**src/hw/pvic_pkg.sv**
```systemverilog
package pvic_pkg;

	// ------------------------------------------------------------
	// register byte addresses (low twelve address bits)
	// ------------------------------------------------------------
	localparam logic [11:0] ADDR_PEND0 = 12'hfc0;
	localparam logic [11:0] ADDR_PEND2 = 12'hfc4;
	localparam logic [11:0] ADDR_PEND3 = 12'hfc8;
	localparam logic [11:0] ADDR_CTRL = 12'hfcc;
	localparam logic [11:0] ADDR_LVLH0 = 12'hfd0;
	localparam logic [11:0] ADDR_LVLL0 = 12'hfd4;
	localparam logic [11:0] ADDR_LVLH2 = 12'hfd8;
	localparam logic [11:0] ADDR_LVLL2 = 12'hfdc;
	localparam logic [11:0] ADDR_LVLH3 = 12'hfe0;
	localparam logic [11:0] ADDR_LVLL3 = 12'hfe4;
	localparam logic [11:0] ADDR_EDGEA = 12'hfe8;
	localparam logic [11:0] ADDR_EDGEX = 12'hfec;
	localparam logic [11:0] ADDR_STAT = 12'hff0;

	// ------------------------------------------------------------
	// fields, masks and reset values
	// ------------------------------------------------------------
	localparam int CTRL_GIE_BIT = 7;
	localparam int STAT_REQ_BIT = 8;
	localparam logic [7:0] MASK_G0 = 8'hf9;
	localparam logic [7:0] MASK_G2 = 8'hff;
	localparam logic [7:0] MASK_G3 = 8'hcf;
	localparam logic [7:0] RST_BYTE = 8'h00;
	localparam logic [7:0] RST_EDGE = 8'hff;

	// ------------------------------------------------------------
	// vector addresses
	// ------------------------------------------------------------
	localparam logic [7:0] VEC_WDOG = 8'h04;
	localparam logic [7:0] VEC_OSCF = 8'h48;
	localparam logic [7:0] VEC_G0 = 8'h08;
	localparam logic [7:0] VEC_G2 = 8'h28;
	localparam logic [7:0] VEC_G3 = 8'h38;
	localparam logic [4:0] IDX_WDOG = 5'h00;
	localparam logic [4:0] IDX_OSCF = 5'h01;
	localparam logic [4:0] IDX_GRP = 5'h02;
	localparam logic [1:0] LVL_TOP = 2'h3;

	// on-chip sources, each a one-cycle pulse
	typedef struct packed {
		logic timer2;
		logic timer1;
		logic timer0;
		logic serial_rx;
		logic serial_tx;
		logic twowire;
		logic lvd;
		logic timer_a;
		logic mct;
		logic wdog;
		logic osc_fail;
	} pvic_src_t;

	// cpu events, each a one-cycle pulse
	typedef struct packed {
		logic ack;
		logic enable_int_instr;
		logic disable_int_instr;
		logic int_return_instr;
		logic trap_instr;
		logic illegal_trap;
		logic stop_recovery;
	} pvic_cpu_t;

	// asynchronous pin inputs
	typedef struct packed {
		logic [7:0] port_a;
		logic [3:0] port_d;
		logic [3:0] port_c;
		logic [1:0] cmp;
	} pvic_pin_t;

endpackage

```
**src/hw/pvic_ctrl.sv**
```systemverilog
`timescale 1ns/10ps
`default_nettype none

// Operation
// - Port C pins interrupt on both edges
// - Port A pins 4..1 and D pins 3..0 share vectors
// - A5 and comparator 1 share vector
// - A0, timer A, multi-timer consecutive slots
// - fixed order only within same level
// - enable set by enable, return, write 1
// - enable cleared by reset, traps, ack, disable
// - three levels, higher level always wins
// - watchdog and oscillator fail at top level
// - one-cycle pulses latch into pending bits
// - acknowledge clears winning pending bit
// - software write 0 clears pending
// - software write 1 raises interrupt
// - watchdog and oscillator bypass registers
// - pending readable, forwarded when enabled
// - pending group 0 bit layout, reset 0
// - group 0 bits 2:1 read zero
// - level from high/low bit pair
module pvic_ctrl (
	input wire logic CLK,
	input wire logic RST_N,
	input wire logic HSEL,
	input wire logic [31:0] HADDR,
	input wire logic [1:0] HTRANS,
	input wire logic HWRITE,
	input wire logic [2:0] HSIZE,
	input wire logic [31:0] HWDATA,
	input wire logic HREADY,
	output logic [31:0] HRDATA,
	output logic HREADYOUT,
	output logic HRESP,
	input wire pvic_pkg::pvic_src_t SRC_PULSE,
	input wire pvic_pkg::pvic_pin_t PINS,
	input wire pvic_pkg::pvic_cpu_t CPU_EVT,
	output logic IRQ_REQ,
	output logic [7:0] IRQ_VECTOR,
	output logic GLOBAL_IRQ_ENABLE
);

	// ------------------------------------------------------------
	// functions
	// ------------------------------------------------------------

	// winner search: walks from lowest to highest priority so that
	// among equal levels the earlier table slot is kept
	function automatic logic [5:0] pick(
		input logic [2:0][7:0] pend,
		input logic [2:0][7:0] hi,
		input logic [2:0][7:0] lo,
		input logic wd,
		input logic osc
	);
		logic [1:0] best;
		logic [1:0] lvl;
		logic [5:0] res;
		best = 2'h0;
		res = 6'h00;
		for (int g = 2; g >= 0; g--) begin
			for (int b = 0; b < 8; b++) begin
				lvl = {hi[g][b], lo[g][b]};
				if (pend[g][b] && lvl != 2'h0 && lvl >= best) begin
					best = lvl;
					res = {1'b1, 5'(2 + g * 8 + (7 - b))};
				end
			end
		end
		// fixed top level, no level bits involved; the watchdog still needs the enable
		if (osc) begin
			res = {1'b1, pvic_pkg::IDX_OSCF};
		end
		if (wd) begin
			res = {1'b1, pvic_pkg::IDX_WDOG};
		end
		return res;
	endfunction

	// vector address of a flattened source index
	function automatic logic [7:0] vec_of(input logic [4:0] idx);
		logic [4:0] k;
		logic [7:0] base;
		k = idx - pvic_pkg::IDX_GRP;
		case (k[4:3])
			2'h0: base = pvic_pkg::VEC_G0;
			2'h1: base = pvic_pkg::VEC_G2;
			default: base = pvic_pkg::VEC_G3;
		endcase
		if (idx == pvic_pkg::IDX_WDOG) begin
			vec_of = pvic_pkg::VEC_WDOG;
		end else if (idx == pvic_pkg::IDX_OSCF) begin
			vec_of = pvic_pkg::VEC_OSCF;
		end else begin
			vec_of = base + {4'h0, k[2:0], 1'b0};
		end
	endfunction

	// ------------------------------------------------------------
	// state
	// ------------------------------------------------------------
	logic [2:0][7:0] pend_reg, pend_next;
	logic [2:0][7:0] hi_reg, lo_reg;
	logic [7:0] edge_a_reg, edge_x_reg;
	logic gie_reg, gie_next;
	logic wd_reg, osc_reg;
	logic [17:0] s1_reg, s2_reg, s3_reg;
	logic [17:0] pin_reg;
	logic dph_reg, dph_write_reg;
	logic [11:0] dph_addr_reg;
	logic [31:0] rdata_reg;
	logic ready_reg;
	logic req_reg;
	logic [7:0] vec_reg;
	logic [4:0] win_reg;

	// ------------------------------------------------------------
	// pin synchroniser and edge detection
	// ------------------------------------------------------------

	// three stages; a change counts once stages two and three agree,
	// so a level still settling in stage two cannot fire an edge
	always_ff @(posedge CLK or negedge RST_N) begin
		if (!RST_N) begin
			s1_reg <= 18'h0_0000;
			s2_reg <= 18'h0_0000;
			s3_reg <= 18'h0_0000;
			pin_reg <= 18'h0_0000;
		end else begin
			s1_reg <= PINS;
			s2_reg <= s1_reg;
			s3_reg <= s2_reg;
			pin_reg <= (s2_reg & s3_reg) |
				(pin_reg & (s2_reg ^ s3_reg));
		end
	end

	wire [17:0] rise = s2_reg & s3_reg & ~pin_reg;
	wire [17:0] fall = ~s2_reg & ~s3_reg & pin_reg;
	// positions: [17:10] port A, [9:6] port D, [5:2] port C, [1:0] cmp
	wire [7:0] pa_ev = (rise[17:10] & edge_a_reg) |
		(fall[17:10] & ~edge_a_reg);
	wire [3:0] pd_ev = (rise[9:6] & edge_x_reg[4:1]) |
		(fall[9:6] & ~edge_x_reg[4:1]);
	wire [3:0] pc_ev = rise[5:2] | fall[5:2];
	wire cmp0_ev = (rise[0] & edge_x_reg[6]) | (fall[0] & ~edge_x_reg[6]);
	wire cmp1_ev = (rise[1] & edge_x_reg[5]) | (fall[1] & ~edge_x_reg[5]);

	// hardware set vectors per group
	wire [7:0] hw0 = {SRC_PULSE.timer2, SRC_PULSE.timer1,
		SRC_PULSE.timer0, SRC_PULSE.serial_rx, SRC_PULSE.serial_tx,
		2'b00, SRC_PULSE.twowire};
	wire [7:0] hw2 = {pa_ev[7] | SRC_PULSE.lvd, pa_ev[6] | cmp0_ev,
		pa_ev[5] | cmp1_ev,
		pa_ev[4:1] | pd_ev, pa_ev[0]};
	wire [7:0] hw3 = {SRC_PULSE.timer_a, SRC_PULSE.mct, 2'b00,
		pc_ev};
	wire [2:0][7:0] hw_set = {hw3, hw2, hw0};
	wire [2:0][7:0] rmask = {pvic_pkg::MASK_G3, pvic_pkg::MASK_G2,
		pvic_pkg::MASK_G0};

	// ------------------------------------------------------------
	// bus decode
	// ------------------------------------------------------------
	wire addr_ok = HSEL && HTRANS[1] && HREADY;
	wire wr = dph_reg && dph_write_reg;
	wire wr_p0 = wr && dph_addr_reg == pvic_pkg::ADDR_PEND0;
	wire wr_p2 = wr && dph_addr_reg == pvic_pkg::ADDR_PEND2;
	wire wr_p3 = wr && dph_addr_reg == pvic_pkg::ADDR_PEND3;
	wire wr_ctl = wr && dph_addr_reg == pvic_pkg::ADDR_CTRL;
	wire [2:0] wr_pend = {wr_p3, wr_p2, wr_p0};
	wire [2:0] wr_hi = {wr && dph_addr_reg == pvic_pkg::ADDR_LVLH3,
		wr && dph_addr_reg == pvic_pkg::ADDR_LVLH2,
		wr && dph_addr_reg == pvic_pkg::ADDR_LVLH0};
	wire [2:0] wr_lo = {wr && dph_addr_reg == pvic_pkg::ADDR_LVLL3,
		wr && dph_addr_reg == pvic_pkg::ADDR_LVLL2,
		wr && dph_addr_reg == pvic_pkg::ADDR_LVLL0};
	wire [7:0] wbyte = HWDATA[7:0];

	// read selection; unmapped addresses read zero
	logic [31:0] rd_mux;
	always_comb begin
		case (dph_addr_reg)
			pvic_pkg::ADDR_PEND0: rd_mux = {24'h00_0000, pend_reg[0]};
			pvic_pkg::ADDR_PEND2: rd_mux = {24'h00_0000, pend_reg[1]};
			pvic_pkg::ADDR_PEND3: rd_mux = {24'h00_0000, pend_reg[2]};
			pvic_pkg::ADDR_CTRL: rd_mux = {24'h00_0000, gie_reg, 7'h00};
			pvic_pkg::ADDR_LVLH0: rd_mux = {24'h00_0000, hi_reg[0]};
			pvic_pkg::ADDR_LVLL0: rd_mux = {24'h00_0000, lo_reg[0]};
			pvic_pkg::ADDR_LVLH2: rd_mux = {24'h00_0000, hi_reg[1]};
			pvic_pkg::ADDR_LVLL2: rd_mux = {24'h00_0000, lo_reg[1]};
			pvic_pkg::ADDR_LVLH3: rd_mux = {24'h00_0000, hi_reg[2]};
			pvic_pkg::ADDR_LVLL3: rd_mux = {24'h00_0000, lo_reg[2]};
			pvic_pkg::ADDR_EDGEA: rd_mux = {24'h00_0000, edge_a_reg};
			pvic_pkg::ADDR_EDGEX: rd_mux = {24'h00_0000, edge_x_reg};
			pvic_pkg::ADDR_STAT: rd_mux = {23'h00_0000, req_reg, vec_reg};
			default: rd_mux = 32'h0000_0000;
		endcase
	end

	// ------------------------------------------------------------
	// pending and enable next state
	// ------------------------------------------------------------
	wire ack = CPU_EVT.ack && req_reg;
	wire [4:0] wk = win_reg - pvic_pkg::IDX_GRP;

	// ack clears, write replaces, then hardware pulses are or-ed in
	always_comb begin
		pend_next = pend_reg;
		for (int g = 0; g < 3; g++) begin
			if (ack && win_reg >= pvic_pkg::IDX_GRP && wk[4:3] == 2'(g)) begin
				pend_next[g][3'h7 - wk[2:0]] = 1'b0;
			end
			if (wr_pend[g]) begin
				pend_next[g] = wbyte;
			end
			pend_next[g] = (pend_next[g] | hw_set[g]) & rmask[g];
		end
	end

	// clearing events win over setting ones in the same cycle
	always_comb begin
		gie_next = gie_reg;
		if (wr_ctl) begin
			gie_next = wbyte[pvic_pkg::CTRL_GIE_BIT];
		end
		if (CPU_EVT.enable_int_instr || CPU_EVT.int_return_instr) begin
			gie_next = 1'b1;
		end
		if (CPU_EVT.disable_int_instr || ack || CPU_EVT.trap_instr ||
			CPU_EVT.illegal_trap || SRC_PULSE.osc_fail ||
			CPU_EVT.stop_recovery) begin
			gie_next = 1'b0;
		end
	end

	// ------------------------------------------------------------
	// arbitration
	// ------------------------------------------------------------
	wire [5:0] pick_res = pick(pend_reg, hi_reg, lo_reg, wd_reg, osc_reg);
	wire is_osc = pick_res[4:0] == pvic_pkg::IDX_OSCF;
	// the trap goes through whatever the enable says
	wire req_next = pick_res[5] && (gie_reg || is_osc) && !ack;

	// ------------------------------------------------------------
	// registers
	// ------------------------------------------------------------
	always_ff @(posedge CLK or negedge RST_N) begin
		if (!RST_N) begin
			pend_reg <= {3{pvic_pkg::RST_BYTE}};
			gie_reg <= 1'b0;
			wd_reg <= 1'b0;
			osc_reg <= 1'b0;
		end else begin
			pend_reg <= pend_next;
			gie_reg <= gie_next;
			// hardware-only latches, set wins over acknowledge
			wd_reg <= SRC_PULSE.wdog ||
				(wd_reg && !(ack && win_reg == pvic_pkg::IDX_WDOG));
			osc_reg <= SRC_PULSE.osc_fail ||
				(osc_reg && !(ack && win_reg == pvic_pkg::IDX_OSCF));
		end
	end

	// level and edge configuration
	always_ff @(posedge CLK or negedge RST_N) begin
		if (!RST_N) begin
			hi_reg <= {3{pvic_pkg::RST_BYTE}};
			lo_reg <= {3{pvic_pkg::RST_BYTE}};
			edge_a_reg <= pvic_pkg::RST_EDGE;
			edge_x_reg <= pvic_pkg::RST_EDGE;
		end else begin
			for (int g = 0; g < 3; g++) begin
				if (wr_hi[g]) hi_reg[g] <= wbyte;
				if (wr_lo[g]) lo_reg[g] <= wbyte;
			end
			if (wr && dph_addr_reg == pvic_pkg::ADDR_EDGEA) edge_a_reg <= wbyte;
			if (wr && dph_addr_reg == pvic_pkg::ADDR_EDGEX) edge_x_reg <= wbyte;
		end
	end

	// one wait state per transfer keeps read data a plain flop
	always_ff @(posedge CLK or negedge RST_N) begin
		if (!RST_N) begin
			dph_reg <= 1'b0;
			dph_write_reg <= 1'b0;
			dph_addr_reg <= 12'h000;
			rdata_reg <= 32'h0000_0000;
			ready_reg <= 1'b1;
		end else begin
			dph_reg <= addr_ok;
			ready_reg <= !addr_ok;
			if (addr_ok) begin
				dph_write_reg <= HWRITE;
				dph_addr_reg <= HADDR[11:0];
			end
			if (dph_reg && !dph_write_reg) rdata_reg <= rd_mux;
		end
	end

	// presentation to the cpu
	always_ff @(posedge CLK or negedge RST_N) begin
		if (!RST_N) begin
			req_reg <= 1'b0;
			vec_reg <= 8'h00;
			win_reg <= 5'h00;
		end else begin
			req_reg <= req_next;
			vec_reg <= vec_of(pick_res[4:0]);
			win_reg <= pick_res[4:0];
		end
	end

	assign HRDATA = rdata_reg;
	assign HREADYOUT = ready_reg;
	assign HRESP = 1'b0;
	assign IRQ_REQ = req_reg;
	assign IRQ_VECTOR = vec_reg;
	assign GLOBAL_IRQ_ENABLE = gie_reg;

endmodule

`default_nettype wire

```
**config.mk**
```make
export PLATFORM = sky130hd
export DESIGN_NAME = pvic_ctrl
export DESIGN_NICKNAME = d
export VERILOG_FILES = /design/src/hw/pvic_pkg.sv /design/src/hw/pvic_ctrl.sv
export SDC_FILE = /design/constraint.sdc
export NUM_CORES = 1
export LEC_CHECK = 0
export BUFFER_PORTS_ARGS = -buffer_cell sky130_fd_sc_hd__buf_2
export CORE_ASPECT_RATIO = 2
export CORE_MARGIN = 2
export CORE_UTILIZATION = 64
export CTS_BUF_LIST = sky130_fd_sc_hd__clkbuf_8
export CTS_CLUSTER_DIAMETER = 40
export DETAILED_ROUTE_END_ITERATION = 6
export PLACE_DENSITY = 0.91
export SYNTH_ARGS = -nofsm -noshare
export SYNTH_HDL_FRONTEND = slang
export SYNTH_SLANG_ARGS = --single-unit
export TNS_END_PERCENT = 30
```
**constraint.sdc**
```tcl
create_clock -name CLK -period 33.9 [get_ports CLK]
set_input_delay 6.78 -clock CLK [delete_from_list [all_inputs] [get_ports CLK]]
set_output_delay 6.78 -clock CLK [all_outputs]
set_load 0.01 [all_outputs]
```
==> results of run 1 <==
## Yosys cell counts (all sizes together) (10+ instances only)
| cell type | number |
|---|---|
| nor2 | 50 |
| buf | 34 |
| a211o | 12 |
| a222oi | 14 |
| dfrtp | 178 |
| o211ai | 17 |
| dfstp | 17 |
| a22oi | 14 |
| nor2b | 15 |
| o22ai | 18 |
| a21o | 29 |
| a31oi | 10 |
| nand2b | 20 |
| a21oi | 27 |
| mux2 | 72 |
| nand2 | 120 |
| o21ai | 52 |
| clkbuf | 22 |
| ha | 58 |
| and3 | 11 |
| nand4 | 13 |
| nand3 | 21 |
| and2 | 14 |
| inv | 68 |
| nor3 | 18 |
## power breakdown
group          switching, mW  internal (mW)  leakage [nW]
sequential            0.0123          0.246          2.24
clock                 0.0844         0.0739         0.215
combinational         0.0363         0.0255          2.79
## logic make-up (layout without fill, tap and decap cells)
group	Yosys count	in the layout
adders and majority gates	60	60
xor gates and xnor gates	1	1
and+or+nand+nor	313	313
buffers and inverters	124	182
DFF	195	195
other	1	26
muxes	78	78
AOI/OAI and AO/OA	247	247
## critical path: cells and delay by family, from the launching register on
| family | cells | cell delay, ps |
|---|---|---|
| AO/OA/AOI/OAI | 46 | 9840 |
| XOR/XNOR | 1 | 160 |
| AND/OR/NAND/NOR | 49 | 8020 |
| adder cells (fa/ha/maj) | 21 | 6040 |
| flip-flops | 1 | 440 |
| buffers and inverters | 3 | 250 |
| multiplexers | 2 | 630 |
## worst min path at each step
stage / startpoint / to / slack, ps / cells past startpoint
2_1_floorplan: s1_reg[0]$_DFF_PN0_ / s2_reg[0]$_DFF_PN0_ / 330 / 0
3_3_place_gp: s1_reg[2]$_DFF_PN0_ / s2_reg[2]$_DFF_PN0_ / 330 / 0
3_5_place_dp: s1_reg[5]$_DFF_PN0_ / s2_reg[5]$_DFF_PN0_ / 340 / 0
4_1_cts: s1_reg[5]$_DFF_PN0_ / s2_reg[5]$_DFF_PN0_ / 360 / 0
5_1_grt: s1_reg[0]$_DFF_PN0_ / s2_reg[0]$_DFF_PN0_ / 360 / 0
6_report: s1_reg[0]$_DFF_PN0_ / s2_reg[0]$_DFF_PN0_ / 360 / 0
## cell type report
type | count | area (µm²) | area share [%]
inverters | 68 | 255 | 2.27
clock buffers | 17 | 234 | 2.08
repair buffers | 82 | 427 | 3.79
clock inverters | 15 | 179 | 1.59
well taps | 201 | 251 | 2.23
multi-input cells | 725 | 5010 | 44.5
flip-flops and latches | 195 | 4900 | 43.5
## routing by layer
metal,track usage (%),vias to the layer above
li1,-,3780
met1,35.9,4195
met2,57.9,641
met3,8.71,223
met4,32.2,2
met5,0,-
==> results.ini, run 1 <==
[timing]
holdWs_ps=355
hold_violations=0
skew_ps=15.7
slew_headroom_pct=32.6
slew_viol_final=0
worst_slack_ps=8480
max_freq_mhz=39.3
rsz0062_at_grt=no
setup_viol=0
timing.final.crit_share_pct=75.0
worstMarginPinSlew_ps=1010
fin_crit_ps=25420
setup-tns-final_ps=0

[logic_synthesis]
synthMuxAreaShare_pct=8.38
synth_top_family_by_area=compound AO/OA/AOI/OAI gates
synth_top_area_share_pct=42.9
synth-async-reset-ratio_pct=100
yosys_warnings=0
ys_types=70
yosys-top-cells-area=dfrtp_1, mux2_2, ha_1
syn_area_mm2=0.0104
ys.flop_type=dfrtp_1
synth-simple-area-share_pct=14.7
synth_compound_area_share_pct=16.9
synth_xor_area_share_pct=0.0843
synth_enable_flop_cells=0
syn_avg_cell_area_um2=10.2
ys_ff_latch=195
yosysSeqAreaShare_pct=47.1
syn_inst=1019
synth_fa_ha_area_share_pct=7.17
synth_top_area_cell=dfrtp_1

[worst_setup_path]
cpPeakStageDelay_ps=580
startpoint=pend_reg[16]$_DFF_PN0_
crit_end=IRQ_VECTOR[4]$_DFF_PN0_
endpoint_kind=flip-flop
path_class=flip-flop to flip-flop
reg2reg_depth=122
start_kind=flip-flop
path_max_fanout=12
crit_required_ps=34280
r2r_slack_ps=8480
cpMaxStageDelayCell=a31oi_1
path_common_cell=ha_1
rr_startpoint=pend_reg[16]$_DFF_PN0_
reg2reg_to=IRQ_VECTOR[4]$_DFF_PN0_
crit_arrival_ps=25800

[placed_design]
finalWeightedCongestion=1.03
dp_slack_ps=9110
placed_area_mm2=0.0108
dpl.hpwl_um=21200
placed_cells=1271
portBuffers=79

[route]
drt_pass1_iterations=7
wl_met2_um=14100
avgRoutedWirePerCell_um=22.4
routed_wl_um=29200
drc=18
dr.first_iter.drc_count=1100
avgViaCountPerCell=6.79
route.met3.wl_um=2660
drtAntennaViolNets=0
topRoutingLayerUsed=met5
vias=8841
wl_met1_um=9190

[global_route]
antenna_found_initial=1
grt_use_total_pct=35.3
grt_max_degree=113
overflow=0
grt_pass1_vias=9004
grt_first_pass_wirelength_um=45800

[clock_tree]
postCtsSetupBuffers=0
cts_made_buffers=17
cts.sinks=195
clockBufferDepth=2
cts_tree=built
cts.clk_slew.worst_paths_ps=100
clkLatencyLatePin_ps=470
hold_buffers=0
h-tree-depth=4
root_buffer=clkbuf_8
cts.repair.resized=0

[outcome]
violations=design-rule violations
outcome=finished, violations left

[layout]
fin_nets=1257
antenna_cells=0
layoutNonFillerInstCount=1303
layout_common_cells=dfrtp_1, nand2_1, buf_2
drive_above_1_share_pct=19.1
final_core_util_pct=71.0
num-fill-cells=1129
area_delta_synth_final_pct=8.28
layout.cells.most_common=dfrtp_1
final_area_mm2=0.0113

[floorplanning]
start_util_pct=65.5
pin_count=154
die-area_mm2=0.0173
die_y_um=184
core_mm2=0.0159
rows=65
die_w_um=94.1

[power]
ir_worst_vdd_mv=0.0378
powerDensity_mw_per_mm2=42.5
leakage_nw=5.24
p_total_mw=0.478

[hold_path]
min_path_type=flip-flop to flip-flop

[run]
maxCapViolations=0

Power figures use the tool's default switching activity.
==> run 2, diff against run 1 <==
- ABC_AREA: default -> 1
- CORE_UTILIZATION: 64 -> 59
- PLACE_DENSITY: 0.91 -> 0.85
- clock period: 33.9 -> 25.9 ns (I/O delays scaled with it)
==> run 2 against run 1 <==
Compared with the run above: the run now ends clean; sequential power rose by 25%; sequential cell count is the same; global-route usage shrank 4.1 points; fmax is 30% higher; worst hold slack worse by 2.5 ps.
==> results.ini, run 2 <==
[outcome]
outcome=finished clean

[clock_tree]
cts_tree=built
postCtsSetupBuffers=0
h-tree-depth=4
hold_buffers=0
cts_made_buffers=17
clockBufferDepth=2
cts.repair.resized=0
cts.sinks=195
cts.clk_slew.worst_paths_ps=110
clkLatencyLatePin_ps=480
root_buffer=clkbuf_8

[timing]
skew_ps=17.1
timing.final.crit_share_pct=75.5
hold_violations=0
worst_slack_ps=6350
fin_crit_ps=19550
rsz0062_at_grt=no
worstMarginPinSlew_ps=1060
max_freq_mhz=51.1
setup-tns-final_ps=0
setup_viol=0
slew_viol_final=0
slew_headroom_pct=28.9

[layout]
final_core_util_pct=65.3
layoutNonFillerInstCount=1531
layout_common_cells=nand2_1, inv_1, dfrtp_1
drive_above_1_share_pct=13.1
layout.cells.most_common=nand2_1
fin_nets=1476
antenna_cells=0
area_delta_synth_final_pct=8.93

[logic_synthesis]
synth_enable_flop_cells=0
yosysSeqAreaShare_pct=47.5
synthMuxAreaShare_pct=0
syn_area_mm2=0.0103
synth_xor_area_share_pct=0
ys_types=46
synth_top_area_share_pct=43.2
syn_avg_cell_area_um2=8.39
synth_top_area_cell=dfrtp_1
synth-simple-area-share_pct=19.9
synth_top_family_by_area=simple AND/OR/NAND/NOR gates
syn_inst=1229
synth_common_cells=nand2_1, inv_1, dfrtp_1
synth-async-reset-ratio_pct=100
ys_ff_latch=195
synth_compound_area_share_pct=14.8
ys.flop_type=dfrtp_1
yosysMostFrequentCell=nand2_1
yosys_warnings=0
yosys-top-cells-area=dfrtp_1, nand2_1, inv_1
synth_fa_ha_area_share_pct=7.04

[route]
vias=8782
drc=0
avgViaCountPerCell=5.74
drt_pass1_iterations=5
drtAntennaViolNets=0
routed_wl_um=28300
dr.first_iter.drc_count=561
avgRoutedWirePerCell_um=18.5

[power]
leakage_nw=6.19
ir_worst_vdd_mv=0.0577
p_total_mw=0.568
powerDensity_mw_per_mm2=50.6

[global_route]
grt_max_degree=125
antenna_found_initial=0
grt_use_total_pct=31.2
grt_first_pass_wirelength_um=44100
grt_pass1_vias=8638
overflow=0

[floorplanning]
die-area_mm2=0.0186
die_y_um=191
pin_count=154
core_mm2=0.0172
start_util_pct=60.0
rows=68
die_w_um=97.5

[placed_design]
portBuffers=79
dp_slack_ps=6530
placed_cells=1499
finalWeightedCongestion=0.973
dpl.hpwl_um=21900

[worst_setup_path]
endpoint_kind=flip-flop
path_max_fanout=6
path_class=flip-flop to flip-flop
cpPeakStageDelay_ps=490
cpMaxStageDelayCell=dfrtp_1
path_common_cell=nand2_1
crit_required_ps=26270
crit_arrival_ps=19930
start_kind=flip-flop

[run]
maxCapViolations=0

[hold_path]
min_path_type=flip-flop to flip-flop

[run 2: changes by cell type after synthesis, sizes merged, moves of 12 or more]
cell and change:
nor3 +13, o21ai +54, o211ai +21, nor2b -15, mux2 -72, inv +153
a22oi -14, a222oi -14, a211o -12, nand3 +48, nand2 +170, a21o -21
nand2b -20
[run 2: cells by family after synthesis]
kind of cell	Yosys count
and+or+nand+nor	465
buffers and inverters	267
AOI/OAI and AO/OA	243
DFF	195
adders and majority gates	58
other	1
[run 2: layout make-up]
type                    count  area, µm²
multi-input cells         792       4400
flip-flops and latches    195       4900
repair buffers             80        412
inverters                 222        833
clock inverters            12        144
clock buffers              20        275
well taps                 210        263
fillers                  1469       5960
[run 2: report_power, final]
group / switching (mW) / internal (mW)
combinational: 0.0262 / 0.0111
sequential: 0.00720 / 0.316
clock: 0.113 / 0.0954
total: 0.146 / 0.422
[run 2: metal layers]
metal  GRT usage [%]  up-vias  wire (µm)
met3            5.59      146       1450
met4            24.8        0       2610
met2            55.6      362      14500
li1                -     4130          -
met1            31.5     4144       9730
met5               0        -          0
[run 2: stage by stage]
| stage | hold WS [ps] | instance area (µm²) |
|---|---|---|
| 4_1_cts | 357 | 11200 |
| 3_5_place_dp | 335 | 10800 |
| 6_report | 353 | 11200 |
| 5_1_grt | 366 | 11200 |
| 3_3_place_gp | 332 | 10800 |
| 2_1_floorplan | 331 | 10400 |
[run 2: final timing paths]
check | start | endpoint | slack [ps] | depth (start not counted)
setup / recovery | pend_reg[16]$_DFF_PN0_ | IRQ_VECTOR[4]$_DFF_PN0_ | 6350 | 150
hold / removal | s1_reg[5]$_DFF_PN0_ | s2_reg[5]$_DFF_PN0_ | 350 | 0
setup reg to reg | pend_reg[16]$_DFF_PN0_ | IRQ_VECTOR[4]$_DFF_PN0_ | 6350 | 150
hold reg to reg | s1_reg[5]$_DFF_PN0_ | s2_reg[5]$_DFF_PN0_ | 350 | 0
max in group asynchronous | RST_N | pend_reg[23]$_DFF_PN0_ | 19480 | 2
min in group asynchronous | RST_N | hi_reg[19]$_DFFE_PN0P_ | 4780 | 1
[run 2: critical path: cells and delay by family, from the launching register on]
family | cells | cell delay [ps]
buffers and inverters | 24 | 1510
AND/OR/NAND/NOR | 85 | 9230
flip-flops | 1 | 490
AO/OA/AOI/OAI | 22 | 3250
adder cells (fa/ha/maj) | 19 | 5020
